===== src/logic/afp_pkg.sv =====
// Shared constants, status codes and register map of the audio packetizer.
package afp_pkg;
  localparam int unsigned DATA_W = 32;
  localparam int unsigned CODE_W = 4;
  localparam int unsigned ENTRY_W = 36;
  localparam int unsigned FIFO_DEPTH = 35;
  localparam int unsigned FULL_LEVEL = 34;
  localparam int unsigned ALMOST_FULL_LEVEL = 32;
  localparam int unsigned CNT_W = 6;
  localparam int unsigned LINE_W = 12;
  localparam int unsigned FIELD_W = 8;
  localparam int unsigned GPIO_W = 14;
  localparam int unsigned GPIO_LO = 8;
  // Status nibble encodings shared with the DMA reader.
  localparam logic [3:0] CODE_VALID = 4'h0;
  localparam logic [3:0] CODE_SOL = 4'h1;
  localparam logic [3:0] CODE_FIELD_START = 4'h6;
  localparam logic [3:0] CODE_PLANAR_THIRD = 4'h7;
  localparam logic [3:0] CODE_EOL1 = 4'h8;
  localparam logic [3:0] CODE_FIELD_END = 4'hc;
  localparam logic [3:0] CODE_EVEN_END = 4'hd;
  // Register byte offsets.
  localparam logic [7:0] REG_CTRL = 8'h00;
  localparam logic [7:0] REG_LINE = 8'h04;
  localparam logic [7:0] REG_FIELD = 8'h08;
  localparam logic [7:0] REG_STATUS = 8'h0c;
  // Control register fields.
  localparam int unsigned CTRL_W = 6;
  localparam int unsigned CTRL_CAPTURE = 0;
  localparam int unsigned CTRL_FIFO_EN = 1;
  localparam int unsigned CTRL_SIZE8 = 2;
  localparam int unsigned CTRL_DIGITAL = 3;
  localparam int unsigned CTRL_PACKET = 4;
  localparam int unsigned CTRL_DEBUG = 5;
  localparam logic [5:0] CTRL_RESET = 6'h00;
  localparam logic [15:0] LINE_RESET = 16'h0100;
  localparam logic [15:0] FIELD_RESET = 16'h0001;
  // Status register fields.
  localparam int unsigned STAT_FULL = 6;
  localparam int unsigned STAT_AFULL = 7;
  localparam int unsigned STAT_BUSY = 8;
  localparam logic [1:0] RESP_OKAY = 2'h0;
  localparam logic [1:0] RESP_DECERR = 2'h3;
  typedef enum logic [1:0] {AFP_IDLE, AFP_FSTART, AFP_LINE, AFP_FEND} afp_state_t;
endpackage : afp_pkg


===== src/logic/afp_fifo.sv =====
// Audio FIFO with occupancy counter, single clock.
`timescale 1ns/1ps
module afp_fifo import afp_pkg::*; #(
  parameter int unsigned WIDTH = ENTRY_W,
  parameter int unsigned DEPTH = FIFO_DEPTH,
  parameter int unsigned FULL = FULL_LEVEL,
  parameter int unsigned AFULL = ALMOST_FULL_LEVEL
) (
  input wire logic aclk,
  input wire logic aresetn,
  input wire logic enable,
  input wire logic wr_en,
  input wire logic [WIDTH-1:0] wr_data,
  output logic wr_ready,
  output logic rd_valid,
  input wire logic rd_ready,
  output logic [WIDTH-1:0] rd_data,
  output logic [CNT_W-1:0] count,
  output logic full,
  output logic almost_full
);
  localparam int unsigned PTR_W = $clog2(DEPTH);
  if (DEPTH < 2 || DEPTH > 2 ** CNT_W - 1 || FULL > DEPTH || AFULL > FULL) begin : g_bad_size
    $error("afp_fifo: depth and levels do not fit the counter");
  end
  logic [WIDTH-1:0] mem_q [DEPTH];
  logic [PTR_W-1:0] wptr_q, rptr_q;
  logic [CNT_W-1:0] cnt_q;
  logic rd;

  // Both ports run on the one clock, so the counter needs no crossing.
  assign rd = rd_ready && cnt_q != '0;
  assign rd_valid = cnt_q != '0;
  assign rd_data = mem_q[rptr_q];
  assign count = cnt_q;
  assign full = cnt_q >= CNT_W'(FULL);
  assign almost_full = cnt_q >= CNT_W'(AFULL);
  assign wr_ready = !full;

  always_ff @(posedge aclk) begin
    if (wr_en) begin
      mem_q[wptr_q] <= wr_data;
    end
  end

  always_ff @(posedge aclk) begin
    if (!aresetn || !enable) begin
      wptr_q <= '0;
      rptr_q <= '0;
    end else begin
      if (wr_en) begin
        wptr_q <= (wptr_q == PTR_W'(DEPTH - 1)) ? '0 : wptr_q + 1'b1;
      end
      if (rd) begin
        rptr_q <= (rptr_q == PTR_W'(DEPTH - 1)) ? '0 : rptr_q + 1'b1;
      end
    end
  end

  always_ff @(posedge aclk) begin
    if (!aresetn || !enable) begin
      cnt_q <= '0;
    end else if (wr_en && !rd) begin
      cnt_q <= cnt_q + 1'b1;
    end else if (rd && !wr_en) begin
      cnt_q <= cnt_q - 1'b1;
    end
  end
endmodule : afp_fifo


===== src/logic/afp_source_mux.sv =====
// Selects the sample source and presents one item of one, two or four bytes.
`timescale 1ns/1ps
module afp_source_mux import afp_pkg::*; (
  input wire logic digital_sel,
  input wire logic packet_mode,
  input wire logic sample_size_select,
  input wire logic conv_valid,
  input wire logic [15:0] conv_data,
  output logic conv_ready,
  input wire logic dig_valid,
  input wire logic [15:0] dig_left,
  input wire logic [15:0] dig_right,
  output logic dig_ready,
  input wire logic pkt_valid,
  input wire logic [7:0] pkt_byte,
  output logic pkt_ready,
  output logic item_valid,
  output logic [DATA_W-1:0] item_data,
  output logic [2:0] item_bytes,
  input wire logic item_ready
);
  always_comb begin
    conv_ready = 1'b0;
    dig_ready = 1'b0;
    pkt_ready = 1'b0;
    if (digital_sel && packet_mode) begin
      item_valid = pkt_valid;
      item_data = {24'h000000, pkt_byte};
      item_bytes = 3'd1;
      pkt_ready = item_ready;
    end else if (digital_sel) begin
      // A left/right pair is one item so it always lands in a single word.
      item_valid = dig_valid;
      item_data = {dig_right, dig_left};
      item_bytes = 3'd4;
      dig_ready = item_ready;
    end else begin
      item_valid = conv_valid;
      item_data = sample_size_select ? {24'h000000, conv_data[7:0]} : {16'h0000, conv_data};
      item_bytes = sample_size_select ? 3'd1 : 3'd2;
      conv_ready = item_ready;
    end
  end
endmodule : afp_source_mux


===== src/logic/afp_packetizer.sv =====
// Audio packetizer top: register slave, line and field framing, FIFO write side.
`timescale 1ns/1ps
module afp_packetizer import afp_pkg::*; #(
  parameter int unsigned LW = LINE_W,
  parameter int unsigned FW = FIELD_W
) (
  input wire logic aclk,
  input wire logic aresetn,
  input wire logic [7:0] awaddr,
  input wire logic awvalid,
  output logic awready,
  input wire logic [31:0] wdata,
  input wire logic [3:0] wstrb,
  input wire logic wvalid,
  output logic wready,
  output logic [1:0] bresp,
  output logic bvalid,
  input wire logic bready,
  input wire logic [7:0] araddr,
  input wire logic arvalid,
  output logic arready,
  output logic [31:0] rdata,
  output logic [1:0] rresp,
  output logic rvalid,
  input wire logic rready,
  input wire logic conv_valid,
  input wire logic [15:0] conv_data,
  output logic conv_ready,
  input wire logic dig_valid,
  input wire logic [15:0] dig_left,
  input wire logic [15:0] dig_right,
  output logic dig_ready,
  input wire logic pkt_valid,
  input wire logic [7:0] pkt_byte,
  output logic pkt_ready,
  output logic afifo_rvalid,
  input wire logic afifo_rready,
  output logic [ENTRY_W-1:0] afifo_rdata,
  output logic [CNT_W-1:0] afifo_count,
  output logic afifo_full,
  output logic afifo_almost_full,
  output logic [GPIO_W-1:0] gpio_o,
  output logic [GPIO_W-1:0] gpio_oe
);
  if (LW < 3 || LW > 16 || FW < 1 || FW > 16) begin : g_bad_width
    $error("afp_packetizer: length widths must lie in 3..16 and 1..16");
  end

  logic [CTRL_W-1:0] ctrl_q;
  logic [LW-1:0] line_cfg_q, line_len_q, byte_cnt_q, remain;
  logic [FW-1:0] field_cfg_q, field_len_q, line_cnt_q;
  afp_state_t state_q;
  logic [1:0] lane_q;
  logic [DATA_W-1:0] acc_q, merged, keep;
  logic first_word_q, wr_q, fifo_wr, fifo_wready, can_emit, in_ready, take_item;
  logic [ENTRY_W-1:0] wdata_q;
  logic [2:0] take, room, fill;
  logic line_done, word_done, last_line, cfg_empty;
  logic [CODE_W-1:0] code;
  logic item_valid;
  logic [DATA_W-1:0] item_data;
  logic [2:0] item_bytes;
  logic capture_on, fifo_en;
  logic aw_q, w_q, bvalid_q, rvalid_q, do_write;
  logic [7:0] awaddr_q;
  logic [31:0] wdata_bus_q, rdata_q, ctrl_new, line_new, field_new;
  logic [3:0] wstrb_q;
  logic [1:0] bresp_q, rresp_q;
  logic [GPIO_W-1:0] gpio_q;

  function automatic logic [31:0] afp_merge(input logic [31:0] old, input logic [31:0] nw, input logic [3:0] s);
    logic [31:0] r;
    r = old;
    for (int i = 0; i < 4; i++) begin
      if (s[i]) begin
        r[i*8 +: 8] = nw[i*8 +: 8];
      end
    end
    return r;
  endfunction : afp_merge

  assign capture_on = ctrl_q[CTRL_CAPTURE];
  assign fifo_en = ctrl_q[CTRL_FIFO_EN];

  afp_source_mux u_src (
    .digital_sel(ctrl_q[CTRL_DIGITAL]),
    .packet_mode(ctrl_q[CTRL_PACKET]),
    .sample_size_select(ctrl_q[CTRL_SIZE8]),
    .conv_valid(conv_valid),
    .conv_data(conv_data),
    .conv_ready(conv_ready),
    .dig_valid(dig_valid),
    .dig_left(dig_left),
    .dig_right(dig_right),
    .dig_ready(dig_ready),
    .pkt_valid(pkt_valid),
    .pkt_byte(pkt_byte),
    .pkt_ready(pkt_ready),
    .item_valid(item_valid),
    .item_data(item_data),
    .item_bytes(item_bytes),
    .item_ready(in_ready)
  );

  // Register slave; write address and data may arrive in either order.
  assign awready = !aw_q && !bvalid_q;
  assign wready = !w_q && !bvalid_q;
  assign do_write = aw_q && w_q && !bvalid_q;
  assign bvalid = bvalid_q;
  assign bresp = bresp_q;
  assign arready = !rvalid_q;
  assign rvalid = rvalid_q;
  assign rdata = rdata_q;
  assign rresp = rresp_q;
  assign ctrl_new = afp_merge({26'h0, ctrl_q}, wdata_bus_q, wstrb_q);
  assign line_new = afp_merge(32'(line_cfg_q), wdata_bus_q, wstrb_q);
  assign field_new = afp_merge(32'(field_cfg_q), wdata_bus_q, wstrb_q);

  always_ff @(posedge aclk) begin
    if (!aresetn) begin
      aw_q <= 1'b0;
      w_q <= 1'b0;
      awaddr_q <= 8'h00;
      wdata_bus_q <= 32'h00000000;
      wstrb_q <= 4'h0;
      bvalid_q <= 1'b0;
      bresp_q <= RESP_OKAY;
    end else begin
      if (awvalid && awready) begin
        aw_q <= 1'b1;
        awaddr_q <= awaddr;
      end
      if (wvalid && wready) begin
        w_q <= 1'b1;
        wdata_bus_q <= wdata;
        wstrb_q <= wstrb;
      end
      if (do_write) begin
        aw_q <= 1'b0;
        w_q <= 1'b0;
        bvalid_q <= 1'b1;
        bresp_q <= (awaddr_q == REG_CTRL || awaddr_q == REG_LINE || awaddr_q == REG_FIELD ||
                    awaddr_q == REG_STATUS) ? RESP_OKAY : RESP_DECERR;
      end else if (bvalid_q && bready) begin
        bvalid_q <= 1'b0;
      end
    end
  end

  always_ff @(posedge aclk) begin
    if (!aresetn) begin
      ctrl_q <= CTRL_RESET;
      line_cfg_q <= LW'(LINE_RESET);
      field_cfg_q <= FW'(FIELD_RESET);
    end else if (do_write) begin
      if (awaddr_q == REG_CTRL) begin
        ctrl_q <= ctrl_new[CTRL_W-1:0];
      end
      if (awaddr_q == REG_LINE) begin
        line_cfg_q <= line_new[LW-1:0];
      end
      if (awaddr_q == REG_FIELD) begin
        field_cfg_q <= field_new[FW-1:0];
      end
    end
  end

  always_ff @(posedge aclk) begin
    if (!aresetn) begin
      rvalid_q <= 1'b0;
      rdata_q <= 32'h00000000;
      rresp_q <= RESP_OKAY;
    end else if (arvalid && arready) begin
      rvalid_q <= 1'b1;
      rresp_q <= RESP_OKAY;
      unique case (araddr)
        REG_CTRL: rdata_q <= 32'(ctrl_q);
        REG_LINE: rdata_q <= 32'(line_cfg_q);
        REG_FIELD: rdata_q <= 32'(field_cfg_q);
        REG_STATUS: rdata_q <= 32'({state_q != AFP_IDLE, afifo_almost_full, afifo_full, afifo_count});
        default: begin
          rdata_q <= 32'h00000000;
          rresp_q <= RESP_DECERR;
        end
      endcase
    end else if (rready) begin
      rvalid_q <= 1'b0;
    end
  end

  // Packing of one item into the word being assembled.
  assign remain = line_len_q - byte_cnt_q;
  assign can_emit = !wr_q && fifo_wready && fifo_en;
  assign in_ready = state_q == AFP_LINE && can_emit;
  assign take_item = item_valid && in_ready;
  assign last_line = line_cnt_q == field_len_q - FW'(1);
  assign cfg_empty = line_cfg_q == '0 || field_cfg_q == '0;

  always_comb begin
    room = 3'd4 - {1'b0, lane_q};
    take = item_bytes;
    if (take > room) begin
      take = room;
    end
    if (LW'(take) > remain) begin
      take = remain[2:0];
    end
    fill = {1'b0, lane_q} + take;
    line_done = (byte_cnt_q + LW'(take)) == line_len_q;
    word_done = fill == 3'd4 || line_done;
    keep = ~(32'hffffffff << {take, 3'b000});
    merged = acc_q | ((item_data & keep) << {lane_q, 3'b000});
    if (line_done) begin
      code = CODE_EOL1 + CODE_W'(fill - 3'd1);
    end else if (first_word_q) begin
      code = CODE_SOL;
    end else begin
      code = CODE_VALID;
    end
  end

  always_ff @(posedge aclk) begin
    if (!aresetn || !fifo_en) begin
      state_q <= AFP_IDLE;
    end else begin
      unique case (state_q)
        AFP_IDLE: if (capture_on) state_q <= AFP_FSTART;
        AFP_FSTART: if (can_emit) state_q <= cfg_empty ? AFP_FEND : AFP_LINE;
        AFP_LINE: if (take_item && line_done && last_line) state_q <= AFP_FEND;
        AFP_FEND: if (can_emit) state_q <= capture_on ? AFP_FSTART : AFP_IDLE;
      endcase
    end
  end

  always_ff @(posedge aclk) begin
    if (!aresetn) begin
      line_len_q <= '0;
      field_len_q <= '0;
      line_cnt_q <= '0;
      byte_cnt_q <= '0;
      lane_q <= 2'h0;
      acc_q <= 32'h00000000;
      first_word_q <= 1'b0;
    end else if (state_q == AFP_FSTART && can_emit) begin
      line_len_q <= line_cfg_q;
      field_len_q <= field_cfg_q;
      line_cnt_q <= '0;
      byte_cnt_q <= '0;
      lane_q <= 2'h0;
      acc_q <= 32'h00000000;
      first_word_q <= 1'b1;
    end else if (take_item) begin
      if (line_done) begin
        byte_cnt_q <= '0;
        line_cnt_q <= line_cnt_q + FW'(1);
        first_word_q <= 1'b1;
      end else begin
        byte_cnt_q <= byte_cnt_q + LW'(take);
      end
      if (word_done) begin
        lane_q <= 2'h0;
        acc_q <= 32'h00000000;
        if (!line_done) begin
          first_word_q <= 1'b0;
        end
      end else begin
        lane_q <= lane_q + take[1:0];
        acc_q <= merged;
      end
    end
  end

  // A write is a single-cycle pulse, so the following cycle is always idle.
  always_ff @(posedge aclk) begin
    if (!aresetn) begin
      wr_q <= 1'b0;
      wdata_q <= '0;
    end else begin
      wr_q <= 1'b0;
      if (state_q == AFP_FSTART && can_emit) begin
        wr_q <= 1'b1;
        wdata_q <= {CODE_FIELD_START, 32'h00000000};
      end else if (state_q == AFP_FEND && can_emit) begin
        wr_q <= 1'b1;
        wdata_q <= {CODE_FIELD_END, 32'h00000000};
      end else if (take_item && word_done) begin
        wr_q <= 1'b1;
        wdata_q <= {code, merged};
      end
    end
  end

  // Disabling the FIFO gates the pending strobe in the same cycle.
  assign fifo_wr = wr_q && fifo_en;

  afp_fifo u_fifo (
    .aclk(aclk),
    .aresetn(aresetn),
    .enable(fifo_en),
    .wr_en(fifo_wr),
    .wr_data(wdata_q),
    .wr_ready(fifo_wready),
    .rd_valid(afifo_rvalid),
    .rd_ready(afifo_rready),
    .rd_data(afifo_rdata),
    .count(afifo_count),
    .full(afifo_full),
    .almost_full(afifo_almost_full)
  );

  always_ff @(posedge aclk) begin
    if (!aresetn) begin
      gpio_q <= '0;
    end else begin
      gpio_q <= ctrl_q[CTRL_DEBUG] ? {afifo_count, 8'h00} : '0;
    end
  end
  assign gpio_o = gpio_q;
  assign gpio_oe = ctrl_q[CTRL_DEBUG] ? {{CNT_W{1'b1}}, 8'h00} : '0;

  logic await_first_q;
  always_ff @(posedge aclk) begin
    if (!aresetn || state_q == AFP_IDLE) begin
      await_first_q <= 1'b1;
    end else if (fifo_wr) begin
      await_first_q <= 1'b0;
    end
  end
endmodule : afp_packetizer


===== config.mk =====
export PLATFORM = sky130hd
export DESIGN_NAME = afp_packetizer
export DESIGN_NICKNAME = d
export VERILOG_FILES = /design/src/logic/afp_pkg.sv /design/src/logic/afp_fifo.sv /design/src/logic/afp_source_mux.sv /design/src/logic/afp_packetizer.sv
export SDC_FILE = /design/constraint.sdc
export NUM_CORES = 2
export LEC_CHECK = 0
export CAP_MARGIN = 20
export CORE_MARGIN = 2
export CORE_UTILIZATION = 52
export DETAILED_ROUTE_END_ITERATION = 7
export DONT_BUFFER_PORTS = 1
export PLACE_DENSITY = 0.67
export SYNTH_ARGS = -nofsm -noshare
export SYNTH_HDL_FRONTEND = slang
export SYNTH_SLANG_ARGS = --single-unit

===== constraint.sdc =====
create_clock -name aclk -period 8.4 [get_ports aclk]
set_input_delay 1.68 -clock aclk [delete_from_list [all_inputs] [get_ports aclk]]
set_output_delay 1.68 -clock aclk [all_outputs]
set_load 0.01 [all_outputs]

-- Word level (Yosys, flattened, before mapping)
Memories as Yosys holds them, arrays and structs flattened. A register that Yosys moved wholly into a read port is not among the register bits.
Index checks and enable logic that the tools add are counted.
- $add $sub $neg: 13
- magnitude comparators: 4
- equality and inequality tests: 18
- shift-type cells: 2
- multiplexer cells: 54
- bitwise gates (word level): 4
- reduce and logical (&&, ||, !) cells: 62
- operators by type and width (operator ; count):
    two-way mux 32 bit ; 3
    two-way mux 36 bit ; 2
    case mux 12 bit (4 select lines) ; 1
    two-way mux 6 bit ; 6
    two-way mux 35 bit ; 1
    bitwise AND 32 bit ; 1
    equality test 8 x 4 -> 1 bit, second input constant ; 4
    NOT 32 bit ; 1
    bitwise OR 32 bit ; 1
    << shifter 32 x 5 -> 32 bit ; 1
    << shifter 32 x 6 -> 32 bit, first input constant ; 1
    zero test 8 bit ; 3
    two-way mux 1 bit ; 24
    logical AND 1 bit ; 22
    adder 6 x 1 -> 6 bit, second input constant ; 3
    equality test 8 x 3 -> 1 bit, second input constant ; 2
    two-way mux 16 bit ; 1
    two-way mux 2 bit ; 8
    two-way mux 14 bit ; 1
    adder 12 x 3 -> 12 bit ; 1
    equality test 12 bit ; 1
    equality test 6 bit, second input constant ; 2
    >= comparator 6 bit, second input constant ; 2
    > comparator 3 x 12 -> 1 bit ; 1
    34 further kinds ; 64
- bits in registers: 234
- RAM bits: 1260
- bits of input ports: 119
- output and inout bits: 117
- logic and storage cells: 189
- memories kept: 1
- memory list (memory ; words ; bits a word ; rd ports ; clocked after Yosys merged registers in ; wr ports ; RTL line ; text):
    u_fifo.mem_q ; 35 ; 36 ; 1 ; 1 ; 1 ; afp_fifo.sv:26 ; logic [WIDTH-1:0] mem_q [DEPTH];

-- Longest topological paths before layout
- depth after elaboration: 15
- gate-level depth with buffers: 32
- depth with buffers taken out: 28

-- By module
A second synthesis with hierarchy kept.
- cells, all modules: 4057
- area, all modules: 61052.3 sq um
- modules (own cells, without submodules) (module ; instances ; cells an instance ; area an instance (sq um)):
    afp_fifo ; 1 ; 2763 ; 50483.4
    afp_packetizer ; 1 ; 1229 ; 10118.5
    afp_source_mux ; 1 ; 65 ; 450.4

-- Worst setup path before layout
Ideal clock, no wire load.
- path type: register to register
- start: register lane_q[1]
- end: register state_q[0]
- library setup time: 0.127 ns
- arrival: 6.798 ns
- path slack: 1.474 ns
- stages on the path, launching flop included: 33
- buffers on the path: 4
- period minus slack after synthesis: 6.926 ns
- cell sequence: dfxtp_1 -> clkinv_1 -> clkbuf_1 -> ha_1 -> inv_1 -> ha_1 -> nand2_1 -> o21ai_1 -> and2_1 -> nor3_1 -> a21oi_1 -> inv_1 -> ha_1 -> nand3_1 -> o221ai_1 -> a2111oi_4 -> nand4_2 -> nor3_4 -> buf_2 -> nor2_1 -> a21oi_1 -> ha_1 -> a211oi_1 -> or2_2 -> clkbuf_1 -> nand3_1 -> o31a_1 -> a2111oi_2 -> clkbuf_1 -> nand3_1 -> a221o_1 -> a211oi_1 -> a211oi_1
- longest elaborated chain between the ends: 11
- RTL lines (item ; RTL line ; text):
    start, declared ; afp_packetizer.sv:53 ; logic [1:0] lane_q;
    start signal, assigned ; afp_packetizer.sv:267 ; lane_q <= lane_q + take[1:0];
    subtractor 3 x 2 -> 3 bit * ; afp_packetizer.sv:200 ; room = 3'd4 - {1'b0, lane_q};
    > comparator 3 bit ; afp_packetizer.sv:202 ; if (take > room) begin
    two-way mux 3 bit * ; afp_packetizer.sv:202 ;
    > comparator 3 x 12 -> 1 bit ; afp_packetizer.sv:205 ; if (LW'(take) > remain) begin
    two-way mux 3 bit * ; afp_packetizer.sv:205 ;
    adder 12 x 3 -> 12 bit * ; afp_packetizer.sv:209 ; line_done = (byte_cnt_q + LW'(take)) == line_len_q;
    equality test 12 bit * ; afp_packetizer.sv:209 ;
    logical AND 1 bit * (2 in series) ; afp_packetizer.sv:229 ; AFP_LINE: if (take_item && line_done && last_line) state_q <= AFP_FEND;
    inequality test 2 x 1 -> 1 bit (no line) * ; -- ;
    AND reduction 4 bit (no line) * ; -- ;
    end signal, assigned ; afp_packetizer.sv:228 ; AFP_FSTART: if (can_emit) state_q <= cfg_empty ? AFP_FEND : AFP_LINE;
    end signal, assigned ; afp_packetizer.sv:230 ; AFP_FEND: if (can_emit) state_q <= capture_on ? AFP_FSTART : AFP_IDLE;
    end, declared ; afp_packetizer.sv:52 ; afp_state_t state_q;
Every way passes the cells marked *; elsewhere a longest branch is shown, timed or not.
A chain may end at the register's enable or synchronous reset.

-- Final worst setup path
- start: register ctrl_q[3]
- end: register acc_q[30]
- longest elaborated chain between the ends: 12
- RTL lines (item ; RTL line ; text):
    start, declared ; afp_packetizer.sv:49 ; logic [CTRL_W-1:0] ctrl_q;
    start signal, assigned ; afp_packetizer.sv:157 ; ctrl_q <= ctrl_new[CTRL_W-1:0];
    two-way mux 3 bit / logical AND 1 bit (equally long branches) ; afp_source_mux.sv:31, afp_source_mux.sv:26 ;
    two-way mux 3 bit ; afp_source_mux.sv:26 ; if (digital_sel && packet_mode) begin
    > comparator 3 bit ; afp_packetizer.sv:202 ;
    two-way mux 3 bit ; afp_packetizer.sv:202 ;
    > comparator 3 x 12 -> 1 bit ; afp_packetizer.sv:205 ;
    two-way mux 3 bit ; afp_packetizer.sv:205 ;
    << shifter 32 x 6 -> 32 bit ; afp_packetizer.sv:211 ; keep = ~(32'hffffffff << {take, 3'b000});
    NOT 32 bit ; afp_packetizer.sv:211 ;
    bitwise AND 32 bit ; afp_packetizer.sv:212 ; merged = acc_q | ((item_data & keep) << {lane_q, 3'b000});
    << shifter 32 x 5 -> 32 bit ; afp_packetizer.sv:212 ;
    bitwise OR 32 bit ; afp_packetizer.sv:212 ;
    two-way mux 32 bit ; afp_packetizer.sv:260 ; if (word_done) begin
    end signal, assigned ; afp_packetizer.sv:268 ; acc_q <= merged;
    end, declared ; afp_packetizer.sv:54 ; logic [DATA_W-1:0] acc_q, merged, keep;
Several ways; a longest one is shown, not always the timed one.

==> impl_metrics.tcl <==
set metrics [dict create \
    status "completed" \
    yosys_warnings 0 \
    drt_iter0_drc 3652 \
    syn_inst 3362 \
    final.fill_count 8056 \
    die_y_um 342 \
    ant_nets 0 \
    drc 0 \
    drive_gt1_share_pct 21.0 \
    clk_path_buf_depth 3 \
    fp.dieW_um 342 \
    syn2layout_area_growth_pct 12.4 \
    die_area_sq_um 117000 \
    numCtsBuffers 148 \
    top_layer "met4" \
    critPathCaptureType "flop" \
    ys_top_cells_by_area "edfxtp_1, mux4_2, dfxtp_1" \
    worst_pin_slew_ns 1.15 \
    wl_met3_um 11600 \
    post_cts.repair.setup_buffers 0 \
    grt_max_degree 119 \
    dp_slack_ns 0.809 \
    rsz0062_at_grt "false" \
    hpwl_um 78200 \
    cts_max_level 4 \
    finClkSkew_ns 0.0346 \
    yosys.area.top_type "edfxtp_1" \
    overflow 0 \
    clk_pin_slew_worst_paths_ns 0.06 \
    synth_seq_area_share_pct 71.0 \
    cts_resized 0 \
    crit_top_cell "ha_1" \
    hold_depth 2 \
    cts_tree "yes" \
    grt_usage_pct 25.1 \
    netlist_area_sq_um 59300 \
    critPathKind "flop to flop" \
    relSlewSlack_pct 22.6 \
    total_power_w 0.0144 \
    grt_first_pass_wirelength_um 212000 \
    fmax_ghz 0.129 \
    arrival_ns 8.42 \
    final_nets 3580 \
    peakVddDrop_uv 190 \
    synth_cell_types 81 \
    setup_viol 0 \
    cp.required_ns 9.06 \
    fin_setup_tns_ns 0 \
    ff2ff_path_depth 26 \
    wl_met2_um 72500 \
    port_buffers 0 \
    cts_hold_buf 0 \
    gp_congestion 0.856 \
    yosysTopAreaCellShare_pct 63.9 \
    report.final.slew_viol_count 0 \
    worst_slack_ns 0.640 \
    io_pins 236 \
    rows 123 \
    diodes 0 \
    wl_per_cell_um 29.0 \
    initial_utilization_pct 52.5 \
    crit_slowest_cell "dfxtp_1" \
    antenna_found_initial 0 \
    drt-met1-wl_um 58200 \
    clk_latency_ns 0.77 \
    avgSynthCellArea_sq_um 17.6 \
    fin_hold_ws_ns 0.454 \
    cts_sinks 1470 \
    maxCapViolCount 0 \
    post-route-min-period_ns 7.76 \
    setup.worst_path.start_class "flop" \
    finalWirelength_um 146000 \
    cp_max_fo 23 \
    finalHoldViolCount 0 \
    synth_edf_count 1260 \
    p_leak_nw 18.0 \
    root_buffer "clkbuf_16" \
    min_path_type "flop to flop" \
    vias 31772 \
    synth_ff_type "edfxtp_1" \
    grt_pass1_vias 31664 \
    synth_seq_cells 1470 \
    first_pass_iters 6 \
    cpPeakStageDelay_ns 0.72 \
    via_per_inst 6.31 \
    core_area_sq_um 113000 \
    async_reset_ff_share_pct 0 \
    cellPowerDensity_nw_per_um2 216 \
    fin_crit_sh_pct 92.4 \
]
==> flip-flops by register name, summed over array words and instances (netlist names), 8 cells and up, named ones only <==
name	count
wdata_bus_q	12
wdata_q	36
acc_q	32
rdata	12
line_cfg_q	12
u_fifo.mem_q	1260
awaddr_q	8
field_cfg_q	8
line_cnt_q	8
field_len_q	8
line_len_q	12
byte_cnt_q	12
==> synthesized netlist by cell type, types with 3 or more instances <==
cell      count
nand4b_1      3
nand2_1     210
buf_4        44
o31ai_1       3
dfxtp_1     210
and4_1        8
inv_1        59
buf_1        41
o31a_1        9
a21o_1        4
nand3_1      46
a31oi_1      31
xor2_1       22
nand3b_1      4
o41ai_1       8
a21oi_1     129
nor2_1      169
nand2b_1      7
a211oi_1     12
o21ai_0     140
nor3_1       44
edfxtp_1   1260
nor2b_1       8
clkbuf_1    133
and2_1       12
mux2i_1     116
nor4_1       14
a22oi_1      20
nor4b_1       3
buf_2        11
o21a_1        3
or4_1         3
xnor2_1      30
clkinv_1      3
a221oi_1      8
and3_1       16
mux4_2      366
fa_1          4
nand4_1      23
a211o_1       3
or3_1        12
o32ai_1      16
o221a_2       7
ha_1         40
o21ai_1       3
==> area by class of cell <==
type / instances / area (sq um) / share of cell area [%]
clock inverters: 76 / 875 / 1.31
flip-flops and latches: 1470 / 42100 / 63.2
repair buffers: 99 / 1260 / 1.89
clock buffers: 194 / 3950 / 5.93
well taps: 1500 / 1880 / 2.82
multi-input cells: 1636 / 16300 / 24.5
inverters: 62 / 233 / 0.349
==> where the power goes <==
group | switching, W | internal (W)
registers | 0.0000101 | 0.00781
clock network | 0.00280 | 0.00370
logic | 0.0000486 | 0.0000160
==> cells in the final DEF (no fill, tap or decap), types with 18 or more instances in the layout <==
cell | Yosys | final
a21oi_1 | 129 | 129
a22oi_1 | 20 | 20
a31oi_1 | 31 | 31
buf_4 | 44 | 64
clkbuf_1 | 133 | 38
clkbuf_16 | 0 | 148
clkinv_1 | 3 | 29
clkinv_2 | 0 | 18
conb_1 | 1 | 36
dfxtp_1 | 210 | 204
edfxtp_1 | 1260 | 1260
ha_1 | 40 | 40
inv_1 | 59 | 59
mux2i_1 | 116 | 116
mux4_2 | 366 | 366
nand2_1 | 210 | 210
nand3_1 | 46 | 46
nand4_1 | 23 | 23
nor2_1 | 169 | 139
nor2_4 | 0 | 30
nor3_1 | 44 | 44
o21ai_0 | 140 | 140
xnor2_1 | 30 | 30
xor2_1 | 22 | 22
==> stage by stage <==
stage	area, sq um	std cells	utilization [%]
CTS	66000	5010	58.5
finish	66600	5037	59.0
global route	66600	5037	59.0
global placement	61100	4737	54.2
detailed placement	61200	4740	54.2
floorplan	59400	3397	-
==> critical path, delay by kind of cell, from the launching register on <==
kind / cells / cell delay (ns)
adders and majority gates: 3 / 0.79
DFF: 1 / 0.72
AOI/OAI and AO/OA: 12 / 3.11
muxes: 1 / 0.32
buffers and inverters: 2 / 0.36
and+or+nand+nor: 8 / 2.33
==> worst paths after layout <==
kind / startpoint / endpoint / slack (ns)
worst min-delay path: awaddr_q[1]$_SDFFE_PN0P_ / awaddr_q[1]$_SDFFE_PN0P_ / 0.45
worst max-delay path: ctrl_q[3]$_SDFFE_PN0P_ / acc_q[30]$_SDFFE_PP0P_ / 0.64
worst max register to register: ctrl_q[3]$_SDFFE_PN0P_ / acc_q[30]$_SDFFE_PP0P_ / 0.64
worst min register to register: awaddr_q[1]$_SDFFE_PN0P_ / awaddr_q[1]$_SDFFE_PN0P_ / 0.45
==> metal layers <==
layer	GRT usage [%]	vias up
li1	-	13501
met1	34.7	16620
met2	41.5	1440
met3	4.29	211
met4	7.20	0
met5	0	-
==> logic make-up (layout without fill, tap and decap cells) <==
group	after synthesis	after routing	share of synthesized area [%]
xor+xnor	53	53	0.796
other cells	1	36	0.00633
buf+inv	291	431	2.15
fa+ha+maj	44	44	0.980
simple gates	596	596	4.69
flops	1470	1470	71.0
compound gates	423	423	4.52
mux	484	484	15.9
(Power assumes the default switching activity.)
